`src/inc/twi_front_pkg.sv`:
```
// Shared constants, field positions and state type of the two-wire front end
package twi_front_pkg;
    localparam int CLK_HZ = 100_000_000;
    localparam int CYC_PER_MS = CLK_HZ / 1000;
    localparam int STARTUP_MS = 60;
    localparam int WAKE_MS = 50;
    localparam int PENALTY_MS = 100;
    localparam int STARTUP_CYC = STARTUP_MS * CYC_PER_MS;
    localparam int WAKE_CYC = WAKE_MS * CYC_PER_MS;
    localparam int PENALTY_CYC = PENALTY_MS * CYC_PER_MS;
    localparam int TMR_W = 32;
    localparam logic [7:0] DEV_ADDR_RESET = 8'hc0;
    localparam logic [7:0] CMD_ILLEGAL_MIN = 8'h15;
    localparam int ADDR_MATCH_LSB = 2;
    localparam int SEL_BIT = 1;
    localparam int DIR_BIT = 0;
    localparam int ST_RDY = 0;
    localparam int ST_BUSY = 1;
    localparam int ST_BOOT = 2;
    localparam int ST_ERR_LSB = 5;
    localparam int ERR_W = 3;
    localparam int FIFO_W = 9;
    localparam int FIFO_D = 16;
    localparam int ENTRY_FIRST = 8;
    localparam logic [2:0] BIT_LAST = 3'h7;
    localparam logic [1:0] IDX_ADDR = 2'h0;
    localparam logic [1:0] IDX_CMD = 2'h1;
    localparam logic [1:0] IDX_DATA = 2'h3;
    typedef enum logic [2:0] {S_IDLE, S_RX, S_DEC, S_ACK, S_TX, S_RACK} twi_state_e;
endpackage : twi_front_pkg

```
`src/inc/fifo_if.sv`:
```
// Valid/ready carrier between the front end and its command byte FIFO
`timescale 1ns/1ps
interface fifo_if #(parameter int W = 9) ();
    logic w_valid;
    logic w_ready;
    logic [W-1:0] w_data;
    logic r_valid;
    logic r_ready;
    logic [W-1:0] r_data;
    modport user (output w_valid, w_data, r_ready, input w_ready, r_valid, r_data);
    modport store (input w_valid, w_data, r_ready, output w_ready, r_valid, r_data);
endinterface : fifo_if

```
`src/logic/secure_companion_twi_front.sv`:
```
// Two-wire slave front end of the security coprocessor
// Summary of operation
// - Accept commands 60 ms after reset release; longer when a penalty is pending.
// - Active-low reset clears all state regardless of the sleep pin.
// - Sleep pin high: sleep and ignore all bus line transitions.
// - After the sleep pin falls, ignore the bus for 50 ms.
// - Slave only; the clock line is never held low.
// - Address bit 1 selects command/data (one) or status byte (zero).
// - Address bit 0 gives direction: one is read, zero is write.
// - First byte of a command write is the command ordinal; reads carry none.
// - Size byte precedes operand and result bytes; absent from status reads.
// - Respond only when upper six address bits match the stored field.
// - Stored bus address field starts at 0xC0.
// - While busy, NACK command/data addresses; status stays reachable.
// - ACK legal ordinals; ordinal 0x15 or above starts a penalty stall.
// - Status: result ready, busy, start-up done, zeros, error code 7..5.
`timescale 1ns/1ps
module secure_companion_twi_front import twi_front_pkg::*; #(
    parameter int STARTUP_CYCLES = STARTUP_CYC,
    parameter int WAKE_CYCLES = WAKE_CYC,
    parameter int PENALTY_CYCLES = PENALTY_CYC
) (
    input wire logic mclk_i,
    input wire logic rst_n_i,
    input wire logic ce_i,
    input wire logic scl_i,
    input wire logic sda_i,
    output logic sda_o,
    output logic sda_oe_o,
    output logic scl_oe_o,
    input wire logic sleep_request_pin_i,
    input wire logic addr_wr_i,
    input wire logic [7:0] addr_wdata_i,
    input wire logic core_busy_i,
    input wire logic result_ready_flag_i,
    input wire logic startup_complete_flag_i,
    input wire logic [ERR_W-1:0] error_code_i,
    input wire logic penalty_pending_i,
    output logic cmd_valid_o,
    output logic [7:0] cmd_data_o,
    output logic cmd_first_o,
    input wire logic cmd_ready_i,
    input wire logic [7:0] rd_byte_i,
    output logic rd_start_o,
    output logic rd_next_o,
    output logic ready_o,
    output logic penalty_o
);
    twi_state_e st;
    logic scl_q, sda_q, scl_rise, scl_fall, start_cond, stop_cond;
    logic [7:0] shreg, tx_byte, dev_field, status_byte, next_tx;
    logic [2:0] bitcnt;
    logic [1:0] byte_idx;
    logic is_read, is_status, ack_flag, ack_bit, mack, next_ack;
    logic sleep_request_state, booted, hold_active, pen_active, holdoff, busy_any;
    logic hold_load, pen_load, addr_match, next_oe;
    logic [TMR_W-1:0] hold_val;
    fifo_if #(.W(FIFO_W)) cf ();

    cmd_fifo #(.W(FIFO_W), .D(FIFO_D)) u_fifo (
        .mclk_i(mclk_i), .rst_n_i(rst_n_i), .ce_i(ce_i), .f(cf.store));

    assign scl_rise = scl_i && !scl_q;
    assign scl_fall = !scl_i && scl_q;
    assign start_cond = scl_i && scl_q && sda_q && !sda_i;
    assign stop_cond = scl_i && scl_q && !sda_q && sda_i;

    // Holdoff covers start-up, sleep and wake delay alike
    assign holdoff = !booted || hold_active || sleep_request_state || sleep_request_pin_i;
    assign busy_any = core_busy_i || pen_active;
    assign hold_load = !booted || (sleep_request_state && !sleep_request_pin_i);
    always_comb begin
        hold_val = TMR_W'(WAKE_CYCLES);
        if (!booted) begin
            hold_val = TMR_W'(STARTUP_CYCLES);
            if (penalty_pending_i) begin
                hold_val = TMR_W'(STARTUP_CYCLES) + TMR_W'(PENALTY_CYCLES);
            end
        end
    end

    hold_timer u_hold (
        .mclk_i(mclk_i), .rst_n_i(rst_n_i), .ce_i(ce_i),
        .load_i(hold_load), .load_val_i(hold_val), .active_o(hold_active));

    assign pen_load = (st == S_DEC) && (byte_idx == IDX_CMD) && !is_read
        && (shreg >= CMD_ILLEGAL_MIN);

    hold_timer u_pen (
        .mclk_i(mclk_i), .rst_n_i(rst_n_i), .ce_i(ce_i),
        .load_i(pen_load), .load_val_i(TMR_W'(PENALTY_CYCLES)), .active_o(pen_active));

    always_comb begin
        status_byte = '0;
        status_byte[ST_RDY] = result_ready_flag_i;
        status_byte[ST_BUSY] = busy_any;
        status_byte[ST_BOOT] = startup_complete_flag_i;
        status_byte[ST_ERR_LSB +: ERR_W] = error_code_i;
    end
    // Status reads send the status byte alone; command reads start at the size byte
    assign next_tx = is_status ? status_byte : rd_byte_i;

    assign addr_match = shreg[7:ADDR_MATCH_LSB] == dev_field[7:ADDR_MATCH_LSB];
    always_comb begin
        next_ack = cf.w_ready;  // No stretching, so a full FIFO can only refuse
        if (byte_idx == IDX_ADDR) begin
            next_ack = addr_match && !holdoff
                && !(shreg[SEL_BIT] && busy_any)
                && (shreg[SEL_BIT] || shreg[DIR_BIT]);
        end else if (byte_idx == IDX_CMD) begin
            next_ack = cf.w_ready && (shreg < CMD_ILLEGAL_MIN);
        end
    end

    always_ff @(posedge mclk_i or negedge rst_n_i) begin
        if (!rst_n_i) begin
            booted <= 1'b0;
            sleep_request_state <= 1'b0;
            scl_q <= 1'b1;
            sda_q <= 1'b1;
        end else if (ce_i) begin
            booted <= 1'b1;
            sleep_request_state <= sleep_request_pin_i;
            scl_q <= scl_i;
            sda_q <= sda_i;
        end
    end

    always_ff @(posedge mclk_i or negedge rst_n_i) begin
        if (!rst_n_i) begin
            dev_field <= DEV_ADDR_RESET;
        end else if (ce_i && addr_wr_i) begin
            dev_field <= addr_wdata_i;
        end
    end

    // Byte engine
    always_ff @(posedge mclk_i or negedge rst_n_i) begin
        if (!rst_n_i) begin
            st <= S_IDLE;
            shreg <= '0;
            tx_byte <= '0;
            bitcnt <= '0;
            byte_idx <= IDX_ADDR;
            is_read <= 1'b0;
            is_status <= 1'b0;
            ack_flag <= 1'b0;
            ack_bit <= 1'b0;
            mack <= 1'b0;
        end else if (ce_i) begin
            if (sleep_request_pin_i) begin
                st <= S_IDLE;
                ack_bit <= 1'b0;
            end else if (start_cond) begin
                st <= S_RX;
                bitcnt <= '0;
                byte_idx <= IDX_ADDR;
                ack_bit <= 1'b0;
            end else if (stop_cond) begin
                st <= S_IDLE;
                ack_bit <= 1'b0;
            end else begin
                case (st)
                    S_RX: if (scl_rise) begin
                        shreg <= {shreg[6:0], sda_i};
                        bitcnt <= bitcnt + 1'b1;
                        if (bitcnt == BIT_LAST) begin
                            st <= S_DEC;
                        end
                    end
                    S_DEC: begin
                        ack_flag <= next_ack;
                        if (byte_idx == IDX_ADDR) begin
                            is_read <= shreg[DIR_BIT];
                            is_status <= !shreg[SEL_BIT];
                        end
                        st <= S_ACK;
                    end
                    S_ACK: if (scl_fall) begin
                        ack_bit <= !ack_bit;
                        bitcnt <= '0;
                        if (ack_bit && !ack_flag) begin
                            st <= S_IDLE;
                        end else if (ack_bit && is_read) begin
                            st <= S_TX;
                            tx_byte <= next_tx;
                        end else if (ack_bit) begin
                            st <= S_RX;
                            if (byte_idx != IDX_DATA) begin
                                byte_idx <= byte_idx + 1'b1;
                            end
                        end
                    end
                    S_TX: if (scl_fall) begin
                        bitcnt <= bitcnt + 1'b1;
                        if (bitcnt == BIT_LAST) begin
                            st <= S_RACK;
                        end
                    end
                    S_RACK: begin
                        if (scl_rise) begin
                            mack <= !sda_i;
                        end
                        if (scl_fall) begin
                            st <= mack ? S_TX : S_IDLE;
                            tx_byte <= next_tx;
                            bitcnt <= '0;
                        end
                    end
                    default: st <= S_IDLE;
                endcase
            end
        end
    end

    always_comb begin
        next_oe = 1'b0;
        if (st == S_ACK) begin
            next_oe = ack_bit && ack_flag;
        end else if (st == S_TX) begin
            next_oe = !tx_byte[BIT_LAST - bitcnt];
        end
        if (sleep_request_pin_i) begin
            next_oe = 1'b0;
        end
    end

    // Pin and handshake outputs
    always_ff @(posedge mclk_i or negedge rst_n_i) begin
        if (!rst_n_i) begin
            sda_o <= 1'b0;
            sda_oe_o <= 1'b0;
            scl_oe_o <= 1'b0;
            ready_o <= 1'b0;
            penalty_o <= 1'b0;
            rd_start_o <= 1'b0;
            rd_next_o <= 1'b0;
            cf.w_valid <= 1'b0;
            cf.w_data <= '0;
        end else if (ce_i) begin
            sda_o <= 1'b0;
            sda_oe_o <= next_oe;
            scl_oe_o <= 1'b0;
            ready_o <= !holdoff;
            penalty_o <= pen_active;
            rd_start_o <= (st == S_DEC) && (byte_idx == IDX_ADDR) && next_ack
                && shreg[DIR_BIT] && shreg[SEL_BIT];
            rd_next_o <= (st == S_RACK) && scl_rise && !sda_i && !is_status;
            cf.w_valid <= (st == S_DEC) && (byte_idx != IDX_ADDR) && !is_read && next_ack;
            cf.w_data <= {byte_idx == IDX_CMD, shreg};
        end
    end

    // Output stage keeps the command stream registered
    assign cf.r_ready = !cmd_valid_o || cmd_ready_i;
    always_ff @(posedge mclk_i or negedge rst_n_i) begin
        if (!rst_n_i) begin
            cmd_valid_o <= 1'b0;
            cmd_data_o <= '0;
            cmd_first_o <= 1'b0;
        end else if (ce_i && cf.r_ready) begin
            cmd_valid_o <= cf.r_valid;
            cmd_data_o <= cf.r_data[7:0];
            cmd_first_o <= cf.r_data[ENTRY_FIRST];
        end
    end
endmodule : secure_companion_twi_front

```
`src/logic/cmd_fifo.sv`:
```
// Command byte FIFO with honest full and empty
`timescale 1ns/1ps
module cmd_fifo #(
    parameter int W = 9,
    parameter int D = 16
) (
    input wire logic mclk_i,
    input wire logic rst_n_i,
    input wire logic ce_i,
    fifo_if.store f
);
    localparam int AW = $clog2(D);
    logic [W-1:0] mem [D];
    logic [AW:0] wp;
    logic [AW:0] rp;
    logic full;
    logic empty;

    // Extra pointer bit tells full from empty without a counter
    assign full = (wp[AW] != rp[AW]) && (wp[AW-1:0] == rp[AW-1:0]);
    assign empty = (wp == rp);
    assign f.w_ready = !full;
    assign f.r_valid = !empty;
    assign f.r_data = mem[rp[AW-1:0]];

    always_ff @(posedge mclk_i or negedge rst_n_i) begin
        if (!rst_n_i) begin
            wp <= '0;
        end else if (ce_i && f.w_valid && !full) begin
            wp <= wp + 1'b1;
        end
    end

    always_ff @(posedge mclk_i or negedge rst_n_i) begin
        if (!rst_n_i) begin
            rp <= '0;
        end else if (ce_i && f.r_ready && !empty) begin
            rp <= rp + 1'b1;
        end
    end

    always_ff @(posedge mclk_i) begin
        if (ce_i && f.w_valid && !full) begin
            mem[wp[AW-1:0]] <= f.w_data;
        end
    end
endmodule : cmd_fifo

```
`src/logic/hold_timer.sv`:
```
// Down counter that holds the longest of the intervals loaded into it
`timescale 1ns/1ps
module hold_timer import twi_front_pkg::*; (
    input wire logic mclk_i,
    input wire logic rst_n_i,
    input wire logic ce_i,
    input wire logic load_i,
    input wire logic [TMR_W-1:0] load_val_i,
    output logic active_o
);
    logic [TMR_W-1:0] cnt;

    always_ff @(posedge mclk_i or negedge rst_n_i) begin
        if (!rst_n_i) begin
            cnt <= '0;
        end else if (ce_i) begin
            // A shorter load never cuts a running interval short
            if (load_i && load_val_i > cnt) begin
                cnt <= load_val_i;
            end else if (cnt != '0) begin
                cnt <= cnt - 1'b1;
            end
        end
    end

    assign active_o = (cnt != '0);
endmodule : hold_timer

```
`config.mk`:
```
export PLATFORM = sky130hd
export DESIGN_NAME = secure_companion_twi_front
export DESIGN_NICKNAME = d
export VERILOG_FILES = /design/src/inc/twi_front_pkg.sv /design/src/inc/fifo_if.sv /design/src/logic/secure_companion_twi_front.sv /design/src/logic/cmd_fifo.sv /design/src/logic/hold_timer.sv
export SDC_FILE = /design/constraint.sdc
export NUM_CORES = 1
export LEC_CHECK = 0
export CELL_PAD_IN_SITES_DETAIL_PLACEMENT = 0
export CELL_PAD_IN_SITES_GLOBAL_PLACEMENT = 1
export CORE_MARGIN = 4
export CORE_UTILIZATION = 47
export CTS_CLUSTER_SIZE = 16
export DETAILED_ROUTE_END_ITERATION = 7
export DONT_BUFFER_PORTS = 1
export GPL_TIMING_DRIVEN = 1
export PLACE_DENSITY = 0.85
export RECOVER_POWER = 100
export SKIP_LAST_GASP = 1
export SLEW_MARGIN = 20
export SYNTH_ARGS = -nofsm -noshare
export SYNTH_HDL_FRONTEND = slang
export SYNTH_HIERARCHICAL = 1
export SYNTH_SLANG_ARGS = --single-unit
```
`constraint.sdc`:
```
create_clock -name mclk_i -period 3.1 [get_ports mclk_i]
set_input_delay 0.155 -clock mclk_i [delete_from_list [all_inputs] [get_ports mclk_i]]
set_output_delay 0.155 -clock mclk_i [all_outputs]
set_load 0.005 [all_outputs]
```
; Word-level counts from Yosys, hierarchy flattened
; Memories as Yosys holds them, arrays and structs flattened. A register that Yosys moved wholly into a read port is not among the register bits.
; Index checks and enable logic that the tools add are counted.
[totals]
regBits = 131
mem_bits_rw = 144
elab_cells = 214
mem_count = 1
[classes]
add_sub_neg = 7
magnitude_cmp = 5
eq_ne = 29
n_mux = 54
n_bitwise = 3
reduce_logical = 88
[mem_list]
columns = memory, words, width, rd, rd_ports_with_merged_regs, write_ports, line
row1 = u_fifo.mem, 16, 9, 1, 1, 1, cmd_fifo.sv:13  ; logic [W-1:0] mem [D];
[ops]
columns = operator, count
row1 = 2-to-1 mux 32 bit, 5
row2 = nonzero test 32 bit, 2
row3 = subtractor 32 x 1 -> 32 bit (second input constant), 2
row4 = 2-to-1 mux 3 bit, 18
row5 = 2-to-1 mux 8 bit, 5
row6 = logical AND 1 bit, 37
row7 = greater-than comparator 24 x 32 -> 1 bit (first input constant), 1
row8 = greater-than comparator 32 bit, 1
row9 = != test 5 bit (second input constant), 6
row10 = 2-to-1 mux 24 bit, 1
row11 = logical NOT 1 bit, 18
row12 = AND reduction 6 bit, 3
row13 = AND reduction 9 bit, 2
row14 = 2-to-1 mux 2 bit, 8
row15 = != test 2 bit (second input constant), 8
row16 = one-hot mux 8 bit (2 select lines), 1
row17 = nonzero test 2 bit, 8
row18 = one-hot mux 3 bit (5 select lines), 1
row19 = 2-to-1 mux 1 bit, 13
row20 = nonzero test 4 bit, 3
row21 = adder 5 x 1 -> 5 bit (second input constant), 2
row22 = == test 3 bit (second input constant), 3
row23 = one-hot mux 3 bit (3 select lines), 1
row24 = greater-or-equal comparator 8 x 5 -> 1 bit (second input constant), 1
row25 = other kinds (25), 36

; Logic depth before layout (Yosys ltp)
[logic_depth]
depth_word = 12
mapped_depth = 13
ltp_nobuf = 11

; Cells and area by module
; The synthesis kept the hierarchy.
[by_module_without_submodules]
columns = mod, instances, cells_per_inst, area_each_um2, seq_area_each_um2
row1 = cmd_fifo, 1, 327, 6214.7, 4574.4
row2 = hold_timer, 2, 352, 2876.5, 800.8
row3 = secure_companion_twi_front, 1, 283, 3226.8, 1606.5

; Worst setup path before layout
; OpenSTA, ideal clock, no wires.
[synth_timing]
path_kind = register -> register
start = reg booted
end = reg u_hold.cnt[2]
setup_ns = 0.126
arrival_ns = 2.751
required_ns = 2.974
slack_ns = 0.223
stages_incl_launch_ff = 12
path_buffers = 1
path_cell_list = dfrtp_1 inv_1 nand2_1 inv_1 ha_1 nand4_1 a2111o_1 a31o_2 a21oi_1 clkbuf_1 nor3_1 a221o_1
[synth_between]
elab_chain_len = 5
elab_cells_between_ends = 8
classes_between = 1 x order compare / 2 x mux / 5 x reduce/logical
[synth_rtl]
columns = element, line
row1 = start: declaration, secure_companion_twi_front.sv:55  ; logic sleep_request_state, booted, hold_active, pen_active, holdoff, busy_any;
row2 = start signal: assignment, secure_companion_twi_front.sv:117  ; booted <= 1'b0;
row3 = start signal: assignment, secure_companion_twi_front.sv:122  ; booted <= 1'b1;
row4 = 2-to-1 mux 32 bit *, secure_companion_twi_front.sv:74  ; if (!booted) begin
row5 = named net hold_val[10], secure_companion_twi_front.sv:57  ; logic [TMR_W-1:0] hold_val;
row6 = greater-than comparator 32 bit *, hold_timer.sv:18  ; if (load_i && load_val_i > cnt) begin
row7 = logical AND 1 bit *, hold_timer.sv:18
row8 = nonzero test 2 bit (no source line), -
row9 = AND reduction 2 bit (no source line), -
row10 = end signal: assignment, hold_timer.sv:19  ; cnt <= load_val_i;
row11 = end signal: assignment, hold_timer.sv:21  ; cnt <= cnt - 1'b1;
row12 = end: declaration, hold_timer.sv:11  ; logic [TMR_W-1:0] cnt;
; The timed path passes the listed nets; every way through them passes the cells marked *.
; A chain may end at the register's enable or synchronous reset.

; Worst setup path in the final report
[layout_timing]
start = reg booted
end = reg u_hold.cnt[31]
; Same word-level chain as after synthesis.

==> impl_metrics.yaml <==
timing:
  tns_ns: 0
  worst_pin_slew_ns: 1.08
  fin_crit_ns: 2.95
  slew_headroom_pct: 27.8
  fin_skew_ns: 0.00965
  fin_hold_ws_ns: -0.705
  fmax_ghz: 0.339
  min_period_over_period_pct: 95.3
  finalHoldViolations: 138
  finalSetupViolCount: 0
  fin_ws_ns: 0.147
  final_max_slew_viol_count: 0
yosys:
  synth_edf_count: 144
  synth_top_cell_by_area: "edfxtp_1"
  synth-seq-cells: 282
  yosys_warnings: 6
  synth_top_area_share_pct: 28.5
  synthArstFlopShare_pct: 48.9
  syn_inst: 1314
  netlist_area_um2: 15200
  synth_ff_type: "edfxtp_1"
  avgSynthCellArea_um2: 11.6
  synth.area.top_cells: "edfxtp_1 28%, dfrtp_1 22%, ha_1 6.3%"
  seq_area_frac_synth_pct: 51.2
  ys_types: 83
floorplan:
  die-width_um: 188
  rows: 65
  die_h_um: 188
  start_util_pct: 47.9
  io_pins: 48
  core_area_um2: 31700
  dieArea_um2: 35300
setup_path:
  endpoint_kind: "register"
  rrSetupSlack_ns: 0.15
  crit_start: "booted$_DFFE_PN0P_"
  r2r_end: "u_hold/cnt[31]$_DFFE_PN0P_"
  critPathLaunchType: "register"
  path_max_fanout: 11
  criticalPathCategory: "register to register"
  cp.arrival_ns: 3.40
  rr_startpoint: "booted$_DFFE_PN0P_"
  ff2ff_path_depth: 10
  worstPathRequired_ns: 3.54
pwr:
  p_leak_nw: 7.15
  irDropWorstVdd_v: 0.000489
  power_density_nw_per_um2: 714
final_layout:
  seq_area_um2: 7780
  fill_cells: 2648
  fin_area_um2: 17400
  n_antenna_cell: 0
  postLayoutCoreUtil_pct: 54.8
  final_cell_mix: "144 x edfxtp_1, 133 x dfrtp_1, 98 x conb_1"
  multi_input_area_um2: 7040
  drive_gt1_share_pct: 13.5
  final_net_count: 1565
  area_growth_syn_to_layout_pct: 14.5
  final_common_cell: "edfxtp_1"
  finalNonFillerCells: 1883
grt:
  groute.usage.overall_pct: 19.5
  grt_pass1_vias: 10965
  grt-ovfl-total: 0
  antenna_found_initial: 0
  grt_pass1_wl_um: 57100
  grt_max_degree: 139
routing:
  drc: 0
  route.antenna.remaining_nets: 0
  num_vias: 10894
  wl_per_cell_um: 18.3
  drtIter0Drc: 718
  postRouteWirelength_um: 34500
  first_pass_iters: 6
  vias_per_cell: 5.79
place:
  placed_cells: 1795
  dpl_worst_slack_ns: 0.158
  port_buffers: 0
  place_area_um2: 16100
  gp_routability_congestion: 0.840
  dp_hpwl_um: 22900
clock_tree:
  clockBufferDepth: 3
  clkLatencyLatePin_ns: 0.56
  htree_levels: 1
  clk_pin_slew_ns: 0.07
  clock_sinks: 282
  cts_setup_buffers: 0
  cts_made_buffers: 29
  cts_tree: "yes"
  ctsHoldBuffers: 34
  cts_root_buffer: "clkbuf_16"
run:
  drv_cap: 0
worst_hold_path:
  hp-class: "input pin to async pin"
status:
  violations: "negative hold slack"
  outcome: "finished with violations"
## per-layer routing
| metal | vias up | part of all wire (%) | global-route usage [%] |
|---|---|---|---|
| met5 | - | 0 | 0 |
| met2 | 304 | 48 | 33.3 |
| li1 | 5174 | - | - |
| met1 | 5356 | 44 | 26.4 |
| met4 | 0 | 2.1 | 5.05 |
| met3 | 60 | 5.4 | 2.89 |
## state kept, by name, summed over array words and instances, names as in the netlist, 5 cells and up
signal,cells
u_fifo/wp,5
u_hold/cnt,32
u_fifo/mem,144
u_fifo/rp,5
tx_byte,8
u_pen/cnt,32
cf.w_data,9
shreg,8
dev_field,6
cmd_data_o,8
## logic make-up (layout without fill, tap and decap cells)
family                     after synthesis  after routing  share of synthesized area, %
and+or+nand+nor                        437            437                          15.3
other                                    2             98                        0.0494
DFF                                    282            282                          51.2
buffers and inverters                  152            223                          4.45
AOI/OAI and AO/OA                      231            231                          11.3
muxes                                  116            116                          10.4
xor gates and xnor gates                18             18                          1.04
adders and majority gates               76             76                          6.26
## critical path: stages (launching register included)
cell and delay (ns):
dfrtp_1 0.43, or2_2 0.33, inv_1 0.16, ha_1 0.20, nand4_1 0.12, a2111o_1 0.43, a31o_2 0.23, a211oi_2 0.37
buf_6 0.21, a311oi_1 0.06, a221o_1 0.28
## power by group
part	internal (W)	total (W)	switching, W	leakage (nW)
clock network	0.00223	0.00372	0.00149	0.489
logic	0.00163	0.00353	0.00190	3.67
registers	0.00447	0.00517	0.000708	2.99
total	0.00832	0.0124	0.00410	7.15
## cell type report
cell class                      count  area share [%]
Clock buffer                       37            4.52
Multi-Input combinational cell    976            40.5
Timing Repair Buffer               73            3.88
Sequential cell                   282            44.8
Clock inverter                     17            1.42
Inverter                           96            2.07
Tap cell                          402            2.89
## repair_timing
item,in CTS,in global routing
endpoints found under the setup margin,0,1
endpoints found under the hold margin,210,138
resized for setup,0,2
## synth_stat cells, types with 16 or more instances
cell type	count
edfxtp_1	144
dfrtp_1	134
inv_1	95
nor2_1	90
nand2_1	87
ha_1	76
nor3_1	65
mux2_2	44
a21oi_1	42
mux2i_1	42
o21ai_0	42
nand3_1	36
nand4_1	33
mux4_2	29
and3_1	27
clkbuf_1	23
a22oi_1	19
nor4_1	18
xnor2_1	16
## through the flow
| step | total power (W) | hold WS, ns |
|---|---|---|
| 4_1_cts | 0.0125 | -0.731 |
| 3_3_place_gp | 0.00854 | -0.131 |
| 6_report | 0.0124 | -0.705 |
| 3_5_place_dp | 0.00870 | -0.131 |
| 5_1_grt | 0.0132 | -0.729 |
| 2_1_floorplan | 0.00783 | -0.141 |
## worst max path at each step
stage | to | slack (ns) | depth (start not counted)
final | u_hold/cnt[31]$_DFFE_PN0P_ | 0.15 | 10
after CTS | u_hold/cnt[31]$_DFFE_PN0P_ | 0.12 | 12
after detailed placement | u_hold/cnt[31]$_DFFE_PN0P_ | 0.16 | 12
after floorplan | u_hold/cnt[2]$_DFFE_PN0P_ | 0.22 | 11
after global routing | u_hold/cnt[31]$_DFFE_PN0P_ | -0.02 | 11
after global placement | u_hold/cnt[31]$_DFFE_PN0P_ | 0.24 | 12
Note: power is estimated with default switching activity, not from simulation.
